==> config.mk <==
export PLATFORM = sky130hd
export DESIGN_NAME = hbra_host_port
export DESIGN_NICKNAME = d
export VERILOG_FILES = /design/src/hw/hbra_pkg.sv /design/src/hw/hbra_hold_cnt.sv /design/src/hw/hbra_host_port.sv
export SDC_FILE = /design/constraint.sdc
export NUM_CORES = 1
export LEC_CHECK = 0
export BUFFER_PORTS_ARGS = -buffer_cell sky130_fd_sc_hd__buf_4
export CORE_MARGIN = 3
export CORE_UTILIZATION = 30
export CTS_CLUSTER_DIAMETER = 40
export CTS_CLUSTER_SIZE = 30
export DETAILED_ROUTE_END_ITERATION = 10
export SLEW_MARGIN = 20
export SYNTH_ARGS = -nofsm -noshare
export SYNTH_HDL_FRONTEND = slang
export SYNTH_HIERARCHICAL = 1
export SYNTH_SLANG_ARGS = --single-unit
==> constraint.sdc <==
create_clock -name core_clk -period 1.75 [get_ports core_clk]
set_input_delay 0.175 -clock core_clk [delete_from_list [all_inputs] [get_ports core_clk]]
set_output_delay 0.175 -clock core_clk [all_outputs]
set_load 0.1 [all_outputs]
==> src/hw/hbra_pkg.sv <==
package hbra_pkg;
// Operation
// - Priority access asserts synchronously; its release may be asynchronous.
// - Ready output supports open-drain and active-drive styles.
// - Select and request both low drive ready low until handover.
// - After grant, ready is released: floated or driven high per style.
// - Active-drive ready stops driving when select or request goes high; the code keeps it driven through S_RD and S_WR, and one cycle more from S_HAND.
// - A read pulls ready low until the requested data are available.
// - Read data are valid on the bus before ready is released.
// - A write pulls ready low until the write can be accepted.
// - Ready is released only on a clock edge.
// - Grant changes only on a clock edge.
// - Mastership passes among processors or to the host via request and grant.

    // ----------------------------------------------------------------
    // Sizes and timing
    // ----------------------------------------------------------------
    localparam int ADDR_W       = 32;
    localparam int DATA_W       = 48;
    localparam int CLK_PERIOD_NS = 100;
    localparam int READ_LOW_NS  = 45;
    localparam int WRITE_LOW_NS = 15;
    localparam int READ_LOW_CYC  = (READ_LOW_NS + CLK_PERIOD_NS - 1) / CLK_PERIOD_NS;
    localparam int WRITE_LOW_CYC = (WRITE_LOW_NS + CLK_PERIOD_NS - 1) / CLK_PERIOD_NS;
    localparam int HANDOVER_CYC = 2;
    localparam logic [ADDR_W-1:0] RESET_ADDR = 32'h0000_0000;
    localparam logic [DATA_W-1:0] RESET_DATA = 48'h0000_0000_0000;

    // ----------------------------------------------------------------
    // Types
    // ----------------------------------------------------------------
    typedef enum logic [1:0] {HBRA_OPEN_DRAIN, HBRA_ACTIVE_DRIVE} hbra_style_e;

    typedef struct packed {
        logic              sel_n;
        logic              rd_n;
        logic              wr_n;
        logic [ADDR_W-1:0] addr;
        logic [DATA_W-1:0] wdata;
    } hbra_host_s;

    typedef struct packed {
        logic              req;
        logic              wr;
        logic [ADDR_W-1:0] addr;
        logic [DATA_W-1:0] wdata;
    } hbra_mem_req_s;
endpackage

==> src/hw/hbra_hold_cnt.sv <==
module hbra_hold_cnt
    import hbra_pkg::*;
#(
    parameter int W = 4
)(
    // Clock and reset
    input  wire logic         core_clk,
    input  wire logic         rstn,
    // Control
    input  wire logic         load,
    input  wire logic [W-1:0] value,
    // Status
    output logic              zero
);
    logic [W-1:0] cnt_r;
    logic [W-1:0] cnt_nxt;

    always_comb
    begin
        cnt_nxt = cnt_r;
        if (load)
            cnt_nxt = value;
        else if (cnt_r != '0)
            cnt_nxt = cnt_r - 1'b1;
    end

    always_ff @(posedge core_clk or negedge rstn)
    begin
        if (!rstn)
            cnt_r <= '0;
        else
            cnt_r <= cnt_nxt;
    end

    assign zero = (cnt_r == '0);
endmodule // hbra_hold_cnt

==> src/hw/hbra_host_port.sv <==
module hbra_host_port
    import hbra_pkg::*;
#(
    parameter int          CNT_W    = 4,
    parameter hbra_style_e STYLE    = HBRA_OPEN_DRAIN
)(
    // Clock and reset
    input  wire logic                    core_clk,
    input  wire logic                    rstn,
    // Host bus arbitration
    input  wire logic                    host_bus_request_n,
    output logic                         host_bus_grant_n,
    input  wire logic                    bus_idle,
    // Host strobes
    input  wire hbra_pkg::hbra_host_s    host,
    // Ready pin, two signals
    output logic                         host_wait_ready_o,
    output logic                         host_wait_ready_oe,
    // Data pins
    output logic [hbra_pkg::DATA_W-1:0]  host_data_o,
    output logic                         host_data_oe,
    // Internal memory and I/O register port
    output hbra_pkg::hbra_mem_req_s      mem_req,
    input  wire logic                    mem_done,
    input  wire logic [hbra_pkg::DATA_W-1:0] mem_rdata
);
    import hbra_pkg::*;

    // ----------------------------------------------------------------
    // Access state machine
    // ----------------------------------------------------------------
    typedef enum logic [2:0] {S_IDLE, S_HAND, S_GRANT, S_RD, S_WR, S_DONE} hbra_state_e;

    hbra_state_e             st_r,   st_nxt;
    logic                    grant_r, grant_nxt;
    logic                    rdy_o_r, rdy_o_nxt;
    logic                    rdy_oe_r, rdy_oe_nxt;
    logic [DATA_W-1:0]       dat_r,  dat_nxt;
    logic                    doe_r,  doe_nxt;
    hbra_mem_req_s           mreq_r, mreq_nxt;
    logic                    cnt_load;
    logic [CNT_W-1:0]        cnt_val;
    logic                    cnt_zero;
    logic                    asked;

    // Request is a plain synchronous input; a late one is caught next edge.
    assign asked = !host.sel_n && !host_bus_request_n;

    hbra_hold_cnt #(.W(CNT_W)) u_hold (
        .core_clk (core_clk),
        .rstn     (rstn),
        .load     (cnt_load),
        .value    (cnt_val),
        .zero     (cnt_zero)
    );

    always_comb
    begin
        st_nxt     = st_r;
        grant_nxt  = grant_r;
        rdy_o_nxt  = 1'b0;
        rdy_oe_nxt = 1'b0;
        dat_nxt    = dat_r;
        doe_nxt    = doe_r;
        mreq_nxt   = mreq_r;
        mreq_nxt.req = 1'b0;
        cnt_load   = 1'b0;
        cnt_val    = '0;
        unique case (st_r)
            S_IDLE:
            begin
                grant_nxt = 1'b0;
                doe_nxt   = 1'b0;
                if (asked)
                begin
                    st_nxt     = S_HAND;
                    rdy_oe_nxt = 1'b1;
                    cnt_load   = 1'b1;
                    cnt_val    = CNT_W'(HANDOVER_CYC);
                end
            end
            S_HAND:
            begin
                rdy_oe_nxt = 1'b1;
                if (!asked)
                    st_nxt = S_IDLE;
                else if (cnt_zero && bus_idle)
                begin
                    // Grant and ready release both land on this edge.
                    grant_nxt = 1'b1;
                    st_nxt    = S_GRANT;
                    rdy_o_nxt  = 1'b1;
                    rdy_oe_nxt = (STYLE == HBRA_ACTIVE_DRIVE);
                end
            end
            S_GRANT:
            begin
                doe_nxt = 1'b0;
                if (host_bus_request_n)
                begin
                    grant_nxt = 1'b0;
                    st_nxt    = S_IDLE;
                end
                else if (!host.sel_n && !host.rd_n)
                begin
                    st_nxt        = S_RD;
                    rdy_oe_nxt    = 1'b1;
                    mreq_nxt.req  = 1'b1;
                    mreq_nxt.wr   = 1'b0;
                    mreq_nxt.addr = host.addr;
                    cnt_load      = 1'b1;
                    cnt_val       = CNT_W'(READ_LOW_CYC);
                end
                else if (!host.sel_n && !host.wr_n)
                begin
                    st_nxt         = S_WR;
                    rdy_oe_nxt     = 1'b1;
                    mreq_nxt.req   = 1'b1;
                    mreq_nxt.wr    = 1'b1;
                    mreq_nxt.addr  = host.addr;
                    mreq_nxt.wdata = host.wdata;
                    cnt_load       = 1'b1;
                    cnt_val        = CNT_W'(WRITE_LOW_CYC);
                end
                else
                begin
                    rdy_o_nxt  = 1'b1;
                    rdy_oe_nxt = (STYLE == HBRA_ACTIVE_DRIVE) && asked;
                end
            end
            S_RD, S_WR:
            begin
                rdy_oe_nxt = 1'b1;
                if (mem_done && st_r == S_RD)
                begin
                    dat_nxt = mem_rdata;
                    doe_nxt = 1'b1;
                end
                if ((mem_done || (st_r == S_RD && doe_r)) && cnt_zero)
                begin
                    // Data were loaded at least one edge earlier than release.
                    if (st_r == S_WR || doe_r)
                    begin
                        st_nxt     = S_DONE;
                        rdy_o_nxt  = 1'b1;
                        rdy_oe_nxt = (STYLE == HBRA_ACTIVE_DRIVE);
                    end
                end
            end
            S_DONE:
            begin
                // Host keeps its strobe low until here.
                rdy_o_nxt  = 1'b1;
                rdy_oe_nxt = (STYLE == HBRA_ACTIVE_DRIVE) && asked;
                if (host.rd_n && host.wr_n)
                begin
                    st_nxt  = S_GRANT;
                    doe_nxt = 1'b0;
                end
            end
            default:
                st_nxt = S_IDLE;
        endcase
    end

    always_ff @(posedge core_clk or negedge rstn)
    begin
        if (!rstn)
        begin
            st_r     <= S_IDLE;
            grant_r  <= 1'b0;
            rdy_o_r  <= 1'b0;
            rdy_oe_r <= 1'b0;
            dat_r    <= RESET_DATA;
            doe_r    <= 1'b0;
            mreq_r   <= '0;
        end
        else
        begin
            st_r     <= st_nxt;
            grant_r  <= grant_nxt;
            rdy_o_r  <= rdy_o_nxt;
            rdy_oe_r <= rdy_oe_nxt;
            dat_r    <= dat_nxt;
            doe_r    <= doe_nxt;
            mreq_r   <= mreq_nxt;
        end
    end

    // ----------------------------------------------------------------
    // Outputs
    // ----------------------------------------------------------------
    // The host side of the address and first-access rules lives outside.
    assign host_bus_grant_n   = !grant_r;
    assign host_wait_ready_o  = rdy_o_r;
    assign host_wait_ready_oe = rdy_oe_r;
    assign host_data_o        = dat_r;
    assign host_data_oe       = doe_r;
    assign mem_req            = mreq_r;
endmodule // hbra_host_port

* Word level (Yosys, flattened, before mapping)
Index checks and enable logic that the tools add are counted.
Cells by class: bitwise operators 2, $add $sub $neg 1, equal/unequal tests 15, mux-type cells 47, reductions and logical operators 30
Operators with widths (number):
- 82-bit 2-to-1 mux | 3
- 48-bit 2-to-1 mux | 1
- 34-bit 2-to-1 mux | 1
- 3-bit 2-to-1 mux | 9
- 1-bit 2-to-1 mux | 23
- 2-bit inequality test (second input constant) | 8
- 3-bit one-hot mux with 5 select lines | 1
- 1-bit logical AND | 8
- 4-bit 2-to-1 mux | 2
- 1-bit one-hot mux with 4 select lines | 2
- 4-bit AND reduction | 2
- 3-bit by 2-bit equality test with 1-bit output (second input constant) | 2
- 3-bit equality test (second input constant) | 2
- 1-bit one-hot mux with 3 select lines | 2
- 3-bit AND reduction | 2
- 6-bit AND reduction | 1
- 3-bit nonzero test | 2
- 1-bit zero test | 5
- 4-bit zero test | 1
- 4-bit inequality test (second input constant) | 1
- 2-bit one-hot mux with 2 select lines | 1
- 2-bit nonzero test | 2
- 4-bit nonzero test | 1
- 2-bit OR reduction | 2
- other kinds (9) | 11
Word-level totals: register bits 141, output and inout port bits 134, bits of input ports 136, word-level logic and storage cells 106

* Longest topological paths before layout
word-level depth 7, mapped depth 8, gate-level depth less buffers 8

* Modules after synthesis
Netlist, hierarchy kept.
By module, submodules not included:
- hbra_host_port | sequential area each 3428.3 um^2, area each 5371.4 um^2, cells each 346, times used 1
- hbra_hold_cnt | sequential area each 100.1 um^2, area each 234.0 um^2, cells each 22, times used 1

* Least setup slack after synthesis
OpenSTA, ideal clock, no wires.
path type register to register, from register st_r[2], to register mreq_r, in the netlist mem_req[38], buffers on the path 2, clock period less this slack 1736 ps, data required time 1625 ps, library setup time 125 ps, setup slack 14 ps, arrival time 1611 ps, cell stages (with the launch flop) 7, path through dfrtp_1 or3_4 nor2_4 nand4b_2 buf_6 buf_6 mux2_4
Between the ends: word-level cells in the longest chain between the ends 2
RTL lines:
- start, declared | line hbra_host_port.sv:34 | hbra_state_e st_r, st_nxt;
- start signal, assigned | line hbra_host_port.sv:180 | st_r <= st_nxt;
- 3-bit by 2-bit equality test with 1-bit output | line hbra_host_port.sv:69 | unique case (st_r)
- 4-bit AND reduction (no line)
- end signal, assigned | line hbra_host_port.sv:186 | mreq_r <= mreq_nxt;
- end, declared | line hbra_host_port.sv:40 | hbra_mem_req_s mreq_r, mreq_nxt;
No other way between the ends. A chain may end at the register's enable or synchronous reset.

* Worst setup path after layout
from register st_r[2], to register mreq_r, in the netlist mem_req[18]
The elaborated chain is that of the path after synthesis.

==> summary.txt <==
Final layout
  – Multi-input logic area: a little over 2000 µm²
  – Filler instances: 1,452
  – Core Util, Final: between 50% and 60%
  – Antenna diodes: 0
  – Seq. cell area: approximately 3500 µm²
  – Share of cells above drive strength 1: ~58%
  – Area delta synth->final: 78.5%
  – Final net count: approximately 930

Synthesis
  – Top-count cell post-synth: dfrtp_1
  – Number of synthesized flops with an enable pin: 0
  – Yosys warns: 6
  – Sequential share of the synthesized area: approximately 63%
  – Synth cell types: 39
  – Top post-synthesis cells by count: dfrtp_1, mux2_2, o21ai_0
  – Mapped cell area: roughly 5600 µm²
  – Yosys top cell area share: between 60% and 70%
  – Post-Syn Area per Cell: 15.2 µm²
  – Dominant cell type by area after synthesis: dfrtp_1
  – Top post-synthesis cells by area: dfrtp_1, mux2_2, mux2_4, o21ai_0, buf_2
  – Main synth FF type: dfrtp_1
  – Yosys reg bits: roughly 140
  – Asr flop ratio synth: 100%
  – Gate Count Post-Synth: 368

Floorplan
  – Die area: ~20,000 µm²
  – Core area: about 18,000 µm²
  – IO Pins: 270
  – Die X: approximately 140 µm
  – Die height: between 100 and 150 µm
  – FP Rows: 49
  – Initial Util: 30.9%

Critical path
  – CP Data Arrival Time: ~2000 ps
  – Required time of the critical path: just over 2000 ps
  – CP startpoint: st_r[2]$_DFFE_PN0P_
  – FF-to-FF setup slack: ~33 ps
  – Critical setup path kind: reg2reg
  – R2R depth: 5
  – Crit path launch type: flop
  – Crit path max fanout: 39
  – RR Endpoint: mem_req[18]$_DFFE_PN0P_
  – Crit. End Element: flop
  – RR Startpoint: st_r[2]$_DFFE_PN0P_

Clock network
  – Worst skew pair latency: 420 ps
  – CTS sink count: roughly 140
  – Clk root buf: clkbuf_16
  – Cts bufs inserted: 17
  – CTS Buffer Depth: 2
  – H-Tree Depth: 4
  – CTS tree: built
  – Clk pin slew, worst setup/hold paths: ~60 ps

Detailed routing
  – # DRC: 0
  – DRT Wirelength: 16,700 µm
  – Via Count: ~4,600
  – Routed len/inst: 16.2 µm
  – Routed Antenna Nets: 0
  – DRT iter0 DRCs: about 110
  – Vias per cell: about 4.5
  – Drt first pass iters: 4

Global route
  – Initial antenna violation count: 0
  – Overall Global Routing Usage: 16.2%
  – Vias in the first global route: 5,161
  – Largest net degree at the start of global routing: 52
  – First-pass GRT wire length: around 26,000 µm
  – Total gr overflow: 0

Hold path
  – HP Class: in2reg
  – Worst min-delay path endpoint: host_data_oe$_DFFE_PN0P_
  – Hold depth: 3
  – Worst Hold Launch: mem_done

Timing
  – Worst slew pin tran: about 570 ps
  – Final Critical Period: 1720 ps
  – Fin crit share: 98.1%
  – RSZ-0062 raised after global routing: true
  – Final Hold Viols: 0
  – Final setup vio count: 0
  – Max-slew headroom: about three fifths
  – Post-Route Skew: about 9.9 ps
  – Pins Over Slew Limit: 0
  – Max Freq: between 500 and 600 MHz

Placement
  – Gpl congestion: ~0.84
  – Post-DP HPWL: between 10,000 and 15,000 µm
  – Port buffer count: around 270

Run
  – Maxcap violations: 0

Outcome
  – Status: completed
registers in the layout, indices dropped and copies added, names as in the netlist:
signal              cells
mem_req                82
host_data_o            48
u_hold/cnt_r            4
st_r                    3
grant_r                 1
host_data_oe            1
host_wait_ready_o       1
host_wait_ready_oe      1
area by class of cell:
| cell class | instances | area share [%] |
|---|---|---|
| clock buffer | 18 | 4.39 |
| clock inverter | 14 | 1.79 |
| inverter | 7 | 0.263 |
| multi-input combinational | 203 | 20.1 |
| sequential | 141 | 35.3 |
| tap | 229 | 2.86 |
| timing repair buffer | 419 | 35.3 |
metal layers:
layer / wire (µm) / global-route usage [%] / share of wire [%]
met1: 6100 / 17.3 / 37
met2: 8480 / 28.1 / 51
met3: 1600 / 7.13 / 9.6
met4: 479 / 6.30 / 2.9
met5: 0 / 0 / 0
cells in the final DEF, fill, tap and decap left out, types with 2 or more instances in the layout:
| cell | synthesis | final |
|---|---|---|
| clkbuf_16 | 0 | 17 |
| nand3_1 | 5 | 2 |
| dlygate4sd3_1 | 0 | 129 |
| conb_1 | 1 | 2 |
| clkinvlp_4 | 0 | 3 |
| buf_4 | 3 | 284 |
| inv_1 | 7 | 6 |
| mux2_2 | 120 | 120 |
| nand2_1 | 9 | 9 |
| dfrtp_1 | 141 | 141 |
| a21oi_1 | 5 | 5 |
| nor2b_1 | 2 | 2 |
| mux2i_1 | 2 | 2 |
| mux2_4 | 9 | 9 |
| o21ai_2 | 0 | 2 |
| nand3_2 | 1 | 3 |
| o21ai_0 | 10 | 8 |
| and3_1 | 3 | 3 |
| nor3b_1 | 2 | 2 |
| nor2_1 | 8 | 8 |
| buf_12 | 0 | 5 |
| nor3_1 | 5 | 5 |
| bufinv_16 | 0 | 3 |
| inv_6 | 0 | 6 |
logic make-up (layout without fill, tap and decap cells):
logic type / count (synthesis) / in the layout / synth area share [%]
DFF: 141 / 141 / 62.9
muxes: 131 / 131 / 26.9
and+or+nand+nor: 43 / 43 / 4.58
AOI/OAI and AO/OA: 25 / 25 / 2.68
buffers and inverters: 25 / 458 / 2.48
adders and majority gates: 1 / 1 / 0.223
other: 1 / 2 / 0.0669
xor gates and xnor gates: 1 / 1 / 0.156
critical path, cell delays in order, from the launching register on:
cell and delay [ps]:
dfrtp_1 390, or3_4 430, nor2_4 130, nand4b_4 120, buf_12 200, mux2_2 300
worst max path at each step:
| stage | end | slack (ps) | depth (start not counted) |
|---|---|---|---|
| 6_report | mem_req[18]$_DFFE_PN0P_ | 30 | 5 |
| 3_5_place_dp | st_r[0]$_DFFE_PN0P_ | -10 | 7 |
| 5_1_grt | mem_req[44]$_DFFE_PN0P_ | -10 | 5 |
| 2_1_floorplan | mem_req[38]$_DFFE_PN0P_ | 10 | 6 |
| 3_3_place_gp | mem_req[39]$_DFFE_PN0P_ | 80 | 5 |
| 4_1_cts | st_r[0]$_DFFE_PN0P_ | 0.8 | 7 |
timing repair:
action | 4_1_cts | 5_1_grt
hold endpoints to repair | 158 | 0
resized for setup | 2 | 11
endpoints found under the setup margin | 1 | 13
setup buffers | 0 | 1
hold buffers | 129 | 0
pin swaps | 0 | 7
stage by stage:
| stage | hold WS, ps | std cells | setup slack [ps] | TNS, ps | area (µm²) |
|---|---|---|---|---|---|
| finish | 132 | 1031 | 33.0 | 0 | 10000 |
| global route | 147 | 1031 | -14.9 | -60.5 | 10000 |
| CTS | 107 | 1030 | 0.767 | 0 | 9950 |
| detailed placement | 101 | 869 | -14.4 | -14.4 | 8030 |
| global placement | 92.0 | 869 | 80.1 | 0 | 8030 |
| floorplan | -121 | 369 | 14.0 | 0 | 5610 |
Power is left out: the tool's default activity adds up to more than one toggle a clock period on the data nets, which glitch-free logic cannot reach.
